<file path="src/bwc_pkg.sv">
package bwc_pkg;

   // ****************************************
   // Widths and sizes
   // ****************************************
   localparam int unsigned BYTE_W     = 8;
   localparam int unsigned CNT_W      = 16;
   localparam int unsigned FIFO_DEPTH = 4;

   // ****************************************
   // Synchroniser vector layout
   // ****************************************
   localparam int unsigned SY_DATA = 0;
   localparam int unsigned SY_CONFIG_CLOCK = 8;
   localparam int unsigned SY_PROG = 9;
   localparam int unsigned SY_INIT = 10;
   localparam int unsigned SY_CS   = 11;
   localparam int unsigned SY_MHI  = 12;
   localparam int unsigned SY_W    = 13;

   // ****************************************
   // Timing counts
   // ****************************************
   localparam logic [CNT_W-1:0] CLR_PASS_CYC   = 16'h0040;
   localparam logic [CNT_W-1:0] STARTUP_EDGES  = 16'h0004;
   localparam logic [CNT_W-1:0] IO_ACTIVE_EDGE = 16'h0002;
   localparam logic [CNT_W-1:0] CFG_BYTES_DEF  = 16'hbd61;
   localparam logic [CNT_W-1:0] CNT_ONE        = 16'h0001;
   localparam logic [CNT_W-1:0] CNT_ZERO       = 16'h0000;

   // ****************************************
   // Phases
   // ****************************************
   typedef enum logic [2:0] {
      ST_CLEAR      = 3'b000,
      ST_CLEAR_LAST = 3'b001,
      ST_INIT_WAIT  = 3'b010,
      ST_LOAD       = 3'b011,
      ST_STARTUP    = 3'b100,
      ST_USER       = 3'b101,
      ST_NO_MODE    = 3'b110
   } bwc_state_t;

   typedef struct packed {
      bwc_state_t        st;
      logic [SY_W-1:0]   s1;
      logic [SY_W-1:0]   s2;
      logic              config_clock_p;
      logic [BYTE_W-1:0] data_p;
      logic [CNT_W-1:0]  cnt;
      logic [CNT_W-1:0]  n_in;
      logic [CNT_W-1:0]  n_wr;
      logic              push;
      logic [BYTE_W-1:0] byte_v;
      logic              chain;
      logic              overrun;
      logic              io_act;
   } bwc_regs_t;

endpackage

</file>
<file path="src/bwc_fifo.sv">
`timescale 1ns/1ps
`default_nettype none
module bwc_fifo #(
   parameter int unsigned W = 8,
   parameter int unsigned D = 4
) (
   // Clock and reset
   input  wire logic         clk_i,
   input  wire logic         rst_i,
   // Fill side
   input  wire logic         in_valid_i,
   output logic              in_ready_o,
   input  wire logic [W-1:0] in_data_i,
   // Drain side
   output logic              out_valid_o,
   input  wire logic         out_ready_i,
   output logic [W-1:0]      out_data_o
);
   localparam int unsigned AW = (D > 1) ? $clog2(D) : 1;
   localparam int unsigned CW = $clog2(D + 1);
   localparam logic [CW-1:0] FULL_CNT = CW'(D);
   localparam logic [AW-1:0] LAST_PTR = AW'(D - 1);

   typedef struct packed {
      logic [D-1:0][W-1:0] mem;
      logic [AW-1:0]       wp;
      logic [AW-1:0]       rp;
      logic [CW-1:0]       cnt;
   } bwc_fifo_regs_t;

   bwc_fifo_regs_t q;
   bwc_fifo_regs_t d;
   logic           wr;
   logic           rd;

   assign in_ready_o  = (q.cnt != FULL_CNT);
   assign out_valid_o = (q.cnt != '0);
   assign out_data_o  = q.mem[q.rp];
   assign wr          = in_valid_i && in_ready_o;
   assign rd          = out_valid_o && out_ready_i;

   always_comb begin
      d = q;
      if (wr) begin
         d.mem[q.wp] = in_data_i;
         d.wp = (q.wp == LAST_PTR) ? '0 : AW'(q.wp + 1'b1);
      end
      if (rd) begin
         d.rp = (q.rp == LAST_PTR) ? '0 : AW'(q.rp + 1'b1);
      end
      if (wr && !rd) begin
         d.cnt = CW'(q.cnt + 1'b1);
      end else if (rd && !wr) begin
         d.cnt = CW'(q.cnt - 1'b1);
      end
      if (rst_i) begin
         d = '0;
      end
   end

   always_ff @(posedge clk_i) begin
      q <= d;
   end
endmodule // bwc_fifo
`default_nettype wire

</file>
<file path="src/bwc_config_port.sv">
// Contract
// - One byte on the eight data pins per config clock cycle.
// - After power-on reset, memory clearing starts by itself.
// - Program low pulse restarts clearing from any phase except ST_CLEAR, where the current pass runs on.
// - While program is low, clearing passes repeat; program sampled each pass end.
// - Program high after a pass: one more pass, then init released.
// - Init line released only once memory is fully cleared.
// - After init rises, high-mode pin sampled; byte-wide loader enabled only when it is low, otherwise no loader runs.
// - Init held low externally postpones configuration.
// - Byte-wide mode selected by low high-mode pin; low mode pin ignored.
// - Data captured on rising edge of the config clock.
// - Chain-enable output lets the next device load.
// - Chain select high required to accept bytes.
// - Open-drain done released high when configuration completes.
// - High/low status outputs hold during configuration until I/Os active.
// - Phases in order: clearing, initialization, loading, start-up.
// - Bytes accepted until CFG_BYTES received; once memory full, done rises and start-up begins.
// - Start-up spans four config clock edges supplied by the master.
// - Chain enable low when init rises, high once memory is full.
`timescale 1ns/1ps
`default_nettype none
module bwc_config_port
   import bwc_pkg::*;
#(
   parameter logic [CNT_W-1:0] CFG_BYTES = CFG_BYTES_DEF
) (
   // Clock and reset
   input  wire logic              mclk_i,
   input  wire logic              sys_rst_i,
   // Configuration pins
   input  wire logic              config_clock_i,
   input  wire logic [BYTE_W-1:0] config_byte_in_i,
   input  wire logic              program_n_i,
   input  wire logic              chain_select_in_i,
   input  wire logic              mode_select_hi_i,
   // Open-drain init line
   input  wire logic              init_n_i,
   output logic                   init_n_o,
   output logic                   init_n_oe_n_o,
   // Open-drain done line
   output logic                   done_o,
   output logic                   done_oe_n_o,
   // Status outputs
   output logic                   chain_enable_o,
   output logic                   high_during_cfg_o,
   output logic                   low_during_cfg_o,
   output logic                   overrun_o,
   // Configuration memory write port
   output logic                   mem_wr_valid_o,
   input  wire logic              mem_wr_ready_i,
   output logic [BYTE_W-1:0]      mem_wr_data_o
);

   // ****************************************
   // State and datapath
   // ****************************************
   bwc_regs_t         q;
   bwc_regs_t         d;
   logic              rise;
   logic              mem_full;
   logic              in_done;
   logic              fifo_ready;
   logic              pop;
   logic              clearing;
   logic              fifo_flush;

   assign rise     = q.s2[SY_CONFIG_CLOCK] && !q.config_clock_p;
   assign mem_full = (q.n_wr == CFG_BYTES);
   assign in_done  = (q.n_in == CFG_BYTES);
   assign pop      = mem_wr_valid_o && mem_wr_ready_i;
   assign clearing = (q.st == ST_CLEAR) || (q.st == ST_CLEAR_LAST);
   assign fifo_flush = sys_rst_i || clearing;

   bwc_fifo #(
      .W (BYTE_W),
      .D (FIFO_DEPTH)
   ) u_fifo (
      .clk_i       (mclk_i),
      .rst_i       (fifo_flush),
      .in_valid_i  (q.push),
      .in_ready_o  (fifo_ready),
      .in_data_i   (q.byte_v),
      .out_valid_o (mem_wr_valid_o),
      .out_ready_i (mem_wr_ready_i),
      .out_data_o  (mem_wr_data_o)
   );

   // ****************************************
   // Next state
   // ****************************************
   always_comb begin
      d        = q;
      d.s1     = {mode_select_hi_i, chain_select_in_i, init_n_i,
                  program_n_i, config_clock_i, config_byte_in_i};
      d.s2     = q.s1;
      d.config_clock_p = q.s2[SY_CONFIG_CLOCK];
      d.data_p = q.s2[SY_DATA +: BYTE_W];
      d.push   = 1'b0;
      if (pop) begin
         d.n_wr = CNT_W'(q.n_wr + CNT_ONE);
      end
      case (q.st)
         ST_CLEAR: begin
            d.cnt = CNT_W'(q.cnt + CNT_ONE);
            if (q.cnt == CNT_W'(CLR_PASS_CYC - CNT_ONE)) begin
               d.cnt = CNT_ZERO;
               if (q.s2[SY_PROG]) begin
                  d.st = ST_CLEAR_LAST;
               end
            end
         end
         ST_CLEAR_LAST: begin
            d.cnt = CNT_W'(q.cnt + CNT_ONE);
            if (q.cnt == CNT_W'(CLR_PASS_CYC - CNT_ONE)) begin
               d.cnt = CNT_ZERO;
               d.st  = ST_INIT_WAIT;
            end
         end
         ST_INIT_WAIT: begin
            if (q.s2[SY_INIT]) begin
               if (!q.s2[SY_MHI]) begin
                  d.st   = ST_LOAD;
                  d.n_in = CNT_ZERO;
                  d.n_wr = CNT_ZERO;
                  d.chain = 1'b0;
               end else begin
                  d.st = ST_NO_MODE;
               end
            end
         end
         ST_LOAD: begin
            if (rise && q.s2[SY_CS] && !in_done) begin
               if (fifo_ready) begin
                  d.push   = 1'b1;
                  d.byte_v = q.data_p;
                  d.n_in   = CNT_W'(q.n_in + CNT_ONE);
               end else begin
                  d.overrun = 1'b1;
               end
            end
            if (mem_full) begin
               d.st    = ST_STARTUP;
               d.cnt   = CNT_ZERO;
               d.chain = 1'b1;
            end
         end
         ST_STARTUP: begin
            if (rise) begin
               d.cnt = CNT_W'(q.cnt + CNT_ONE);
               if (q.cnt == CNT_W'(IO_ACTIVE_EDGE - CNT_ONE)) begin
                  d.io_act = 1'b1;
               end
               if (q.cnt == CNT_W'(STARTUP_EDGES - CNT_ONE)) begin
                  d.st = ST_USER;
               end
            end
         end
         ST_USER: begin
            d.st = ST_USER;
         end
         ST_NO_MODE: begin
            d.st = ST_NO_MODE;
         end
         default: begin
            d.st = ST_CLEAR;
         end
      endcase
      if (!q.s2[SY_PROG] && q.st != ST_CLEAR) begin
         d.st      = ST_CLEAR;
         d.cnt     = CNT_ZERO;
         d.chain   = 1'b0;
         d.io_act  = 1'b0;
         d.overrun = 1'b0;
         d.push    = 1'b0;
      end
      if (sys_rst_i) begin
         d    = '0;
         d.st = ST_CLEAR;
      end
   end

   always_ff @(posedge mclk_i) begin
      q <= d;
   end

   // ****************************************
   // Outputs
   // ****************************************
   assign init_n_o = 1'b0;
   assign init_n_oe_n_o = !clearing;
   assign done_o        = 1'b0;
   assign done_oe_n_o = (q.st == ST_STARTUP) || (q.st == ST_USER);
   assign chain_enable_o = q.chain;
   assign high_during_cfg_o = !q.io_act;
   assign low_during_cfg_o  = q.io_act;
   assign overrun_o         = q.overrun;

   // ****************************************
   // Assertions
   // ****************************************
   property p_init_held_clear;
      @(posedge mclk_i) disable iff (sys_rst_i)
      clearing |-> !init_n_oe_n_o && !init_n_o;
   endproperty
   a_init_held_clear: assert property (p_init_held_clear)
      else $error("init released during clearing");

   property p_pass_repeat;
      @(posedge mclk_i) disable iff (sys_rst_i)
      (q.st == ST_CLEAR && q.cnt == CNT_W'(CLR_PASS_CYC - CNT_ONE) && !q.s2[SY_PROG])
         |=> q.st == ST_CLEAR && q.cnt == CNT_ZERO;
   endproperty
   a_pass_repeat: assert property (p_pass_repeat)
      else $error("clearing pass not repeated");

   property p_last_pass;
      @(posedge mclk_i) disable iff (sys_rst_i)
      (q.st == ST_CLEAR_LAST && q.cnt != CNT_W'(CLR_PASS_CYC - CNT_ONE) && q.s2[SY_PROG])
         |=> q.st == ST_CLEAR_LAST && !init_n_oe_n_o;
   endproperty
   a_last_pass: assert property (p_last_pass)
      else $error("last pass cut short");

   property p_init_low_blocks;
      @(posedge mclk_i) disable iff (sys_rst_i)
      (q.st == ST_INIT_WAIT && !q.s2[SY_INIT] && q.s2[SY_PROG]) |=> q.st == ST_INIT_WAIT;
   endproperty
   a_init_low_blocks: assert property (p_init_low_blocks)
      else $error("left init wait while init low");

   property p_mode_pick;
      @(posedge mclk_i) disable iff (sys_rst_i)
      (q.st == ST_INIT_WAIT && q.s2[SY_INIT] && q.s2[SY_PROG])
         |=> q.st == ($past(q.s2[SY_MHI]) ? ST_NO_MODE : ST_LOAD);
   endproperty
   a_mode_pick: assert property (p_mode_pick)
      else $error("wrong mode decision");

   property p_capture;
      @(posedge mclk_i) disable iff (sys_rst_i)
      (q.st == ST_LOAD && rise && q.s2[SY_CS] && !in_done && fifo_ready && q.s2[SY_PROG])
         |=> q.push && q.byte_v == $past(q.data_p);
   endproperty
   a_capture: assert property (p_capture)
      else $error("byte not captured on edge");

   property p_ignore;
      @(posedge mclk_i) disable iff (sys_rst_i)
      (!(q.st == ST_LOAD) || !q.s2[SY_CS] || in_done || !rise) |=> !q.push;
   endproperty
   a_ignore: assert property (p_ignore)
      else $error("byte accepted while ineligible");

   property p_chain_load;
      @(posedge mclk_i) disable iff (sys_rst_i)
      (q.st == ST_LOAD) |-> !chain_enable_o && !done_oe_n_o && high_during_cfg_o && !low_during_cfg_o;
   endproperty
   a_chain_load: assert property (p_chain_load)
      else $error("status wrong during loading");

   property p_full_done;
      @(posedge mclk_i) disable iff (sys_rst_i)
      (q.st == ST_LOAD && mem_full && q.s2[SY_PROG]) |=> done_oe_n_o && chain_enable_o;
   endproperty
   a_full_done: assert property (p_full_done)
      else $error("done or chain not raised at full");

   property p_startup_end;
      @(posedge mclk_i) disable iff (sys_rst_i)
      (q.st == ST_STARTUP && rise && q.cnt == CNT_W'(STARTUP_EDGES - CNT_ONE) && q.s2[SY_PROG])
         |=> q.st == ST_USER && low_during_cfg_o;
   endproperty
   a_startup_end: assert property (p_startup_end)
      else $error("start-up did not end after four edges");

   property p_prog_restart;
      @(posedge mclk_i) disable iff (sys_rst_i)
      (!q.s2[SY_PROG] && q.st != ST_CLEAR) |=> q.st == ST_CLEAR ##1 !init_n_oe_n_o;
   endproperty
   a_prog_restart: assert property (p_prog_restart)
      else $error("program pulse did not restart clearing");

   property p_clear_to_init;
      @(posedge mclk_i) disable iff (sys_rst_i)
      (q.st == ST_CLEAR_LAST && q.cnt == CNT_W'(CLR_PASS_CYC - CNT_ONE) && q.s2[SY_PROG])
         |=> q.st == ST_INIT_WAIT && init_n_oe_n_o;
   endproperty
   a_clear_to_init: assert property (p_clear_to_init)
      else $error("init not released after last pass");

   property p_io_active;
      @(posedge mclk_i) disable iff (sys_rst_i)
      (q.st == ST_STARTUP && rise && q.cnt == CNT_W'(IO_ACTIVE_EDGE - CNT_ONE) && q.s2[SY_PROG])
         |=> !high_during_cfg_o && low_during_cfg_o;
   endproperty
   a_io_active: assert property (p_io_active)
      else $error("status outputs not switched at second edge");

   property p_overrun;
      @(posedge mclk_i) disable iff (sys_rst_i)
      (q.st == ST_LOAD && rise && q.s2[SY_CS] && !in_done && !fifo_ready && q.s2[SY_PROG])
         |=> overrun_o && !q.push;
   endproperty
   a_overrun: assert property (p_overrun)
      else $error("byte into full buffer not flagged");

   property p_user_status;
      @(posedge mclk_i) disable iff (sys_rst_i)
      (q.st == ST_USER) |-> done_oe_n_o && !high_during_cfg_o && low_during_cfg_o;
   endproperty
   a_user_status: assert property (p_user_status)
      else $error("status wrong in user phase");

   property p_flush;
      @(posedge mclk_i) disable iff (sys_rst_i)
      (clearing && q.cnt != CNT_ZERO) |-> !mem_wr_valid_o;
   endproperty
   a_flush: assert property (p_flush)
      else $error("stale byte offered during clearing");

   c_load:    cover property (@(posedge mclk_i) disable iff (sys_rst_i) q.st == ST_LOAD ##1 q.push);
   c_startup: cover property (@(posedge mclk_i) disable iff (sys_rst_i) q.st == ST_STARTUP ##1 q.st == ST_USER);
   c_reprog:  cover property (@(posedge mclk_i) disable iff (sys_rst_i) q.st == ST_USER ##1 q.st == ST_CLEAR);
   c_stall:   cover property (@(posedge mclk_i) disable iff (sys_rst_i) q.overrun);
   c_no_mode: cover property (@(posedge mclk_i) disable iff (sys_rst_i) q.st == ST_NO_MODE);

endmodule // bwc_config_port
`default_nettype wire

</file>
<file path="config.mk">
export PLATFORM = sky130hd
export DESIGN_NAME = bwc_config_port
export DESIGN_NICKNAME = d
export VERILOG_FILES = /design/src/bwc_pkg.sv /design/src/bwc_fifo.sv /design/src/bwc_config_port.sv
export SDC_FILE = /design/constraint.sdc
export NUM_CORES = 1
export LEC_CHECK = 0
export BUFFER_PORTS_ARGS = -buffer_cell sky130_fd_sc_hd__buf_2
export CAP_MARGIN = 25
export CORE_ASPECT_RATIO = 2
export CORE_UTILIZATION = 55
export DETAILED_ROUTE_END_ITERATION = 6
export PLACE_DENSITY = 0.76
export SYNTH_ARGS = -nofsm -noshare
export SYNTH_HDL_FRONTEND = slang
export SYNTH_SLANG_ARGS = --single-unit
</file>
<file path="constraint.sdc">
create_clock -name mclk_i -period 2.2 [get_ports mclk_i]
set_input_delay 0 -clock mclk_i [delete_from_list [all_inputs] [get_ports mclk_i]]
set_output_delay 0 -clock mclk_i [all_outputs]
set_load 0.02 [all_outputs]
</file>
Yosys cells after proc, flatten, opt, wreduce, memory -nomap -nowiden
Cells that the tools add are included.
{"block": "classes", "addsub": 7, "n_lt_le_gt_ge": 3, "n_eq_ne": 24, "muxes": 34, "bitwise_logic": 3, "n_reduce_logical": 35}
{"cell": "16-bit 2-to-1 mux", "count": 7}
{"cell": "32-bit 2-to-1 mux", "count": 2}
{"cell": "16-bit by 1-bit adder with 16-bit output, second input constant", "count": 3}
{"cell": "16-bit case mux with 3 select lines", "count": 1}
{"cell": "32-bit bitwise mux", "count": 1}
{"cell": "16-bit == test, second input constant", "count": 2}
{"cell": "16-bit case mux with 2 select lines", "count": 1}
{"cell": "3-bit 2-to-1 mux", "count": 10}
{"cell": "3-bit case mux with 7 select lines", "count": 1}
{"cell": "8-bit binary-select mux with 2-bit select", "count": 1}
{"cell": "8-bit demux with 2-bit select", "count": 1}
{"cell": "16-bit by 1-bit == test with 1-bit output, second input constant", "count": 1}
{"cell": "16-bit by 2-bit == test with 1-bit output, second input constant", "count": 1}
{"cell": "16-bit by 6-bit == test with 1-bit output, second input constant", "count": 1}
{"cell": "8-bit 2-to-1 mux", "count": 2}
{"cell": "2-bit inequality test, second input constant", "count": 7}
{"cell": "3-bit AND reduction", "count": 4}
{"cell": "3-bit == test, second input constant", "count": 3}
{"cell": "1-bit logical AND", "count": 9}
{"cell": "9-bit 2-to-1 mux", "count": 1}
{"cell": "3-bit nonzero test", "count": 3}
{"cell": "1-bit logical NOT", "count": 7}
{"cell": "7-bit AND reduction", "count": 1}
{"cell": "3-bit by 2-bit == test with 1-bit output, second input constant", "count": 2}
{"cell": "other kinds (20)", "count": 34}
{"block": "word_totals", "reg_bits": 137, "inputBits": 16, "out_inout_bits": 17, "word_cells": 126}

Depth between registers and ports, before layout
{"block": "depth", "word_depth": 6, "ltp_mapped": 9, "depth_no_buf": 8}

Modules after synthesis
From an unflattened synthesis, not the netlist that was laid out.
{"block": "hier_totals", "hier_cells": 615, "area_unflattened_um2": 6125.9}
{"mod": "bwc_config_port", "n_inst": 1, "cells_per_inst": 450, "area_each_um2": 4246.6, "seq_area_each_um2": 1961.9}
{"mod": "bwc_fifo", "n_inst": 1, "cells_per_inst": 165, "area_each_um2": 1879.3, "seq_area_each_um2": 780.7}

Least setup slack after synthesis
Ideal clock, no wire load.
{"block": "synth_timing", "path_type": "reg-to-reg", "from": "register u_fifo.q[0] (netlist bit)", "to": "register u_fifo.q[2] (netlist bit)", "setup_time_ns": 0.071, "arrival_time_ns": 2.160, "required_time_ns": 2.129, "slack_ns": -0.031, "stages_incl_launch_ff": 10, "n_path_buf": 1, "period_less_slack_ns": 2.231, "path_cell_list": "dfxtp_1 nor3b_1 nor2b_1 clkbuf_1 ha_1 inv_1 fa_1 xor2_1 or3_1 a21oi_1"}
{"block": "synth_between", "elab_chain_len": 5, "word_cells_on_any_way": 13, "classes_between": "2 x add/sub; 1 x eq/ne; 2 x mux; 8 x reduce/logical"}
{"item": "start: declaration", "line_no": "bwc_fifo.sv:31", "text": "bwc_fifo_regs_t q;"}
{"item": "start signal: assignment", "line_no": "bwc_fifo.sv:62", "text": "q <= d;"}
{"item": "3-bit inequality test (*)", "line_no": "bwc_fifo.sv:36", "text": "assign in_ready_o = (q.cnt != FULL_CNT);"}
{"item": "1-bit logical AND (*)", "line_no": "bwc_fifo.sv:39", "text": "assign wr = in_valid_i && in_ready_o;"}
{"item": "via u_fifo.wr", "line_no": "bwc_fifo.sv:33", "text": "logic wr;"}
{"item": "1-bit logical NOT", "line_no": "bwc_fifo.sv:53", "text": "end else if (rd && !wr) begin"}
{"item": "1-bit logical AND", "line_no": "bwc_fifo.sv:53"}
{"item": "2-bit nonzero test (no source line)"}
Mark *: on every way through the listed nets, which the timed path passes. The rest lies on a longest branch. The select of a mux whose other input is x is not followed.
A chain may end at the register's enable or synchronous reset.

Worst setup path after layout
{"block": "layout_timing", "from": "register q[19] (netlist bit)", "to": "register q[52] (netlist bit)"}
{"block": "layout_between", "elab_chain_len": 3}
{"item": "start: declaration", "line_no": "bwc_config_port.sv:57", "text": "bwc_regs_t q;"}
{"item": "start signal: assignment", "line_no": "bwc_config_port.sv:183", "text": "q <= d;"}
{"item": "16-bit == test", "line_no": "bwc_config_port.sv:68", "text": "assign mem_full = (q.n_wr == CFG_BYTES);"}
{"item": "2-bit inequality test (no source line)"}
{"item": "3-bit AND reduction (no source line)"}
No other way between the ends.

==> impl_results.rst <==
.. list-table::
   :header-rows: 1

   * - Metric
     - Value
   * - Outcome
     - completed
   * - Die Span Y
     - 148.5 µm
   * - Final standard cell count with taps included and fillers excluded
     - 875
   * - Final worst path period share
     - 97.88%
   * - Fin area
     - 7168 µm²
   * - DR WL/cell
     - 16.04 µm
   * - Top_reg_cell synth
     - dfxtp_1
   * - Peak Freq
     - 464.4 MHz
   * - Final estimated routing congestion in global placement
     - 0.8587
   * - Startpoint class of the critical path
     - flop
   * - Count of unique library cells instantiated by Yosys
     - 59
   * - Async set or reset register ratio after synthesis
     - 0%
   * - Post-Synthesis Cells
     - 660
   * - Met3 layer wire length in the routed design
     - 511 µm
   * - Met2 routed wirelength
     - 7786 µm
   * - Share of the synthesized area in the top cell type
     - 46.48%
   * - Total congestion overflow after global routing
     - 0
   * - Maximum number of pins on one net before global-route repair
     - 48
   * - Cell chain of the critical path
     - or3_1 > buf_4 > nor4_2 > o21ai_1 > or4_1 > a21oi_1
   * - Worst-case vdd ir drop
     - 629.1 µV
   * - Number of nets in the finished design
     - 755
   * - Total negative slack for setup checks
     - 0 ns
   * - Clock sink count
     - 137
   * - Initial antenna violation count
     - 0
   * - Synth warn
     - 0
   * - Maximum count of clock buffers along a single path
     - 2
   * - Total of flip-flops plus latches after synthesis
     - 137
   * - Total of max-cap violations
     - 0
   * - Total via count after detailed routing
     - 5,146
   * - Total detailed-routing wirelength
     - 14,040 µm
   * - M1 WL
     - 5048 µm
   * - Setup Slack @ Placement
     - 0.007936 ns
   * - Min cycle time layout
     - 2.153 ns
   * - Power density over the cells
     - 759.8 nW/µm²
   * - Setup repair after global routing missed its margin
     - yes
   * - Number of placed instances, taps included
     - 827
   * - Leakage power summed over all cells
     - 2.531 nW
   * - Setup Crit Path Kind
     - reg2reg
   * - Worst-path clk slew
     - 0.06 ns
   * - Proportion of layout cells with a drive suffix above 1
     - 17.21%
   * - Final Max Tran Viols
     - 0
   * - Highest metal layer with signal wires
     - met4
   * - Clock tree from TritonCTS
     - built
   * - Die width
     - 75.24 µm
   * - Most area-consuming cells after synthesis
     - dfxtp_1, a21oi_1, nor2b_1
   * - Number of enable flip-flop cells after synthesis
     - 0
   * - Actual slew at the worst max-slew pin
     - 0.8739 ns
   * - Flop-to-flop setup slack
     - 0.05 ns
   * - Worst slew margin relative to its limit
     - 41.74%
   * - Sequential area share after synthesis
     - 46.48%
   * - Required @ worst endpoint
     - 2.55 ns
   * - Post-detailed-route via-to-cell ratio
     - 5.881
   * - Root buffer selected by CTS
     - clkbuf_16
   * - Number of levels in the clock H-tree
     - 4
   * - Overall track demand over capacity in global routing
     - 26.60%
   * - Drc violations
     - 0
   * - Total CTS buffers
     - 17
   * - Most common cell after layout, fill and taps aside
     - dfxtp_1
   * - Wire length of the first global-routing pass
     - 22,460 µm
   * - Cell area after placement
     - 6367 µm²
   * - Starting density of the core
     - 56.32%
   * - Synthesis-to-finish area growth
     - 21.48%
   * - Final setup fails
     - 0
   * - Average cell area after synthesis
     - 8.940 µm²
   * - Worst min-delay path category
     - in2reg
   * - Number of core rows
     - 53
   * - DRT iter0 DRCs
     - 200
   * - Later-pin clock latency in the skew report
     - 0.42 ns
   * - Number of inserted diodes
     - 0
   * - Commonest cells after routing, fill and taps aside
     - dfxtp_1, nand2_1, a21oi_1, nor2_1, nand3_1
   * - Post-synthesis cell type with the largest combined area
     - dfxtp_1
   * - Detailed placement HPWL
     - 9637 µm
   * - Capturing element type of the critical path
     - flop
   * - Cell area after technology mapping
     - 5901 µm²
   * - Quantity of I/O buffers inserted on ports
     - 30
   * - Post-route clock skew
     - 0.008759 ns
   * - Arrival @ worst endpoint
     - 2.50 ns
   * - Final hold violations
     - 0
   * - Max stage delay cell, worst path
     - or4_1
   * - Core footprint
     - 10,480 µm²
   * - Number of top-level design ports
     - 33
   * - Pre-antenna DRT Iters
     - 5
   * - Die Area
     - 11,170 µm²
   * - Via count of the first global-routing pass
     - 5,012
   * - Worst setup margin
     - 0.04658 ns
   * - Slowest cell delay on critical path
     - 0.49 ns
   * - Layout Utilization
     - 68.41%
   * - Highest fanout seen on the critical path
     - 3
   * - Number of nets still failing antenna checks after routing
     - 0
## final cells by class
class | instances | area (µm²)
Inverter | 21 | 78.83
Clock buffer | 17 | 425.4
Sequential cell | 137 | 2745
Multi-Input combinational cell | 466 | 2997
Tap cell | 137 | 171.4
Timing Repair Buffer | 82 | 586.8
Clock inverter | 15 | 163.9
Fill cell | 854 | 3309
## Yosys cell counts, drive strengths merged (4+ instances only)
cell / count
dfxtp: 137
nand2: 66
a21oi: 58
nor2: 53
nand3: 46
nor2b: 41
clkbuf: 24
inv: 21
o21ai: 20
nand4: 16
mux2i: 15
or3: 14
buf: 13
ha: 13
xnor2: 13
or4: 10
xor2: 10
mux4: 8
a211oi: 7
nor3: 7
nor4: 7
o31ai: 5
and2: 4
nand2b: 4
o211ai: 4
## sequential cells by signal, summed over array words and instances, names as in the netlist
register,flops
q,95
u_fifo.q,39
overrun_o,1
low_during_cfg_o,1
chain_enable_o,1
## per-layer routing
metal / global-route usage [%] / vias up
met5: 0 / -
met4: 18.80 / 0
met3: 5.217 / 60
met2: 47.84 / 186
met1: 25.78 / 2439
li1: - / 2461
## metrics by stage
stage               hold slack (ns)  total power, mW
finish                      0.07437            5.446
global route                 0.1042            5.607
CTS                         0.05942            5.478
detailed placement           0.2163            2.684
global placement             0.2107            2.679
floorplan                    0.1282            2.645
## power breakdown
| group | switching [mW] | internal, mW | total [mW] | leakage [nW] |
|---|---|---|---|---|
| Combinational | 0.0613 | 0.0589 | 0.120 | 1.14 |
| Clock | 1.19 | 1.61 | 2.80 | 0.285 |
| Sequential | 0.0159 | 2.51 | 2.53 | 1.11 |
## timing repair
| item | in CTS | in global routing |
|---|---|---|
| setup endpoints to repair | 3 | 19 |
| setup buffers | 0 | 2 |
| hold endpoints to repair | 13 | 0 |
| pin swaps | 0 | 3 |
| gates cloned | 0 | 1 |
| hold buffers | 13 | 0 |
| gates resized for setup | 1 | 16 |
## worst paths after layout
path | startpoint | end | depth (start not counted)
min | mem_wr_ready_i | u_fifo.q[3]$_SDFFE_PP0N_ | 5
max reg2reg | q[19]$_SDFF_PP0_ | q[52]$_SDFFE_PP0P_ | 6
max | q[19]$_SDFF_PP0_ | q[52]$_SDFFE_PP0P_ | 6
min reg2reg | q[92]$_SDFF_PP0_ | q[79]$_SDFF_PP0_ | 1
## critical path, delay by kind of cell (launching register included)
| family | cells | cell delay, ns |
|---|---|---|
| buffers and inverters | 1 | 0.15 |
| AND/OR/NAND/NOR | 3 | 1.31 |
| flip-flops | 1 | 0.30 |
| AO/OA/AOI/OAI | 2 | 0.33 |
## kinds of logic after synthesis
| group | count (synthesis) | synth area share [%] |
|---|---|---|
| muxes | 24 | 5.789 |
| xor gates and xnor gates | 23 | 3.414 |
| other | 1 | 0.06355 |
| AOI/OAI and AO/OA | 117 | 12.13 |
| adders and majority gates | 14 | 3.096 |
| and+or+nand+nor | 286 | 25.15 |
| buffers and inverters | 58 | 3.880 |
| DFF | 137 | 46.48 |
No activity file was read; power rests on OpenSTA's default activity.
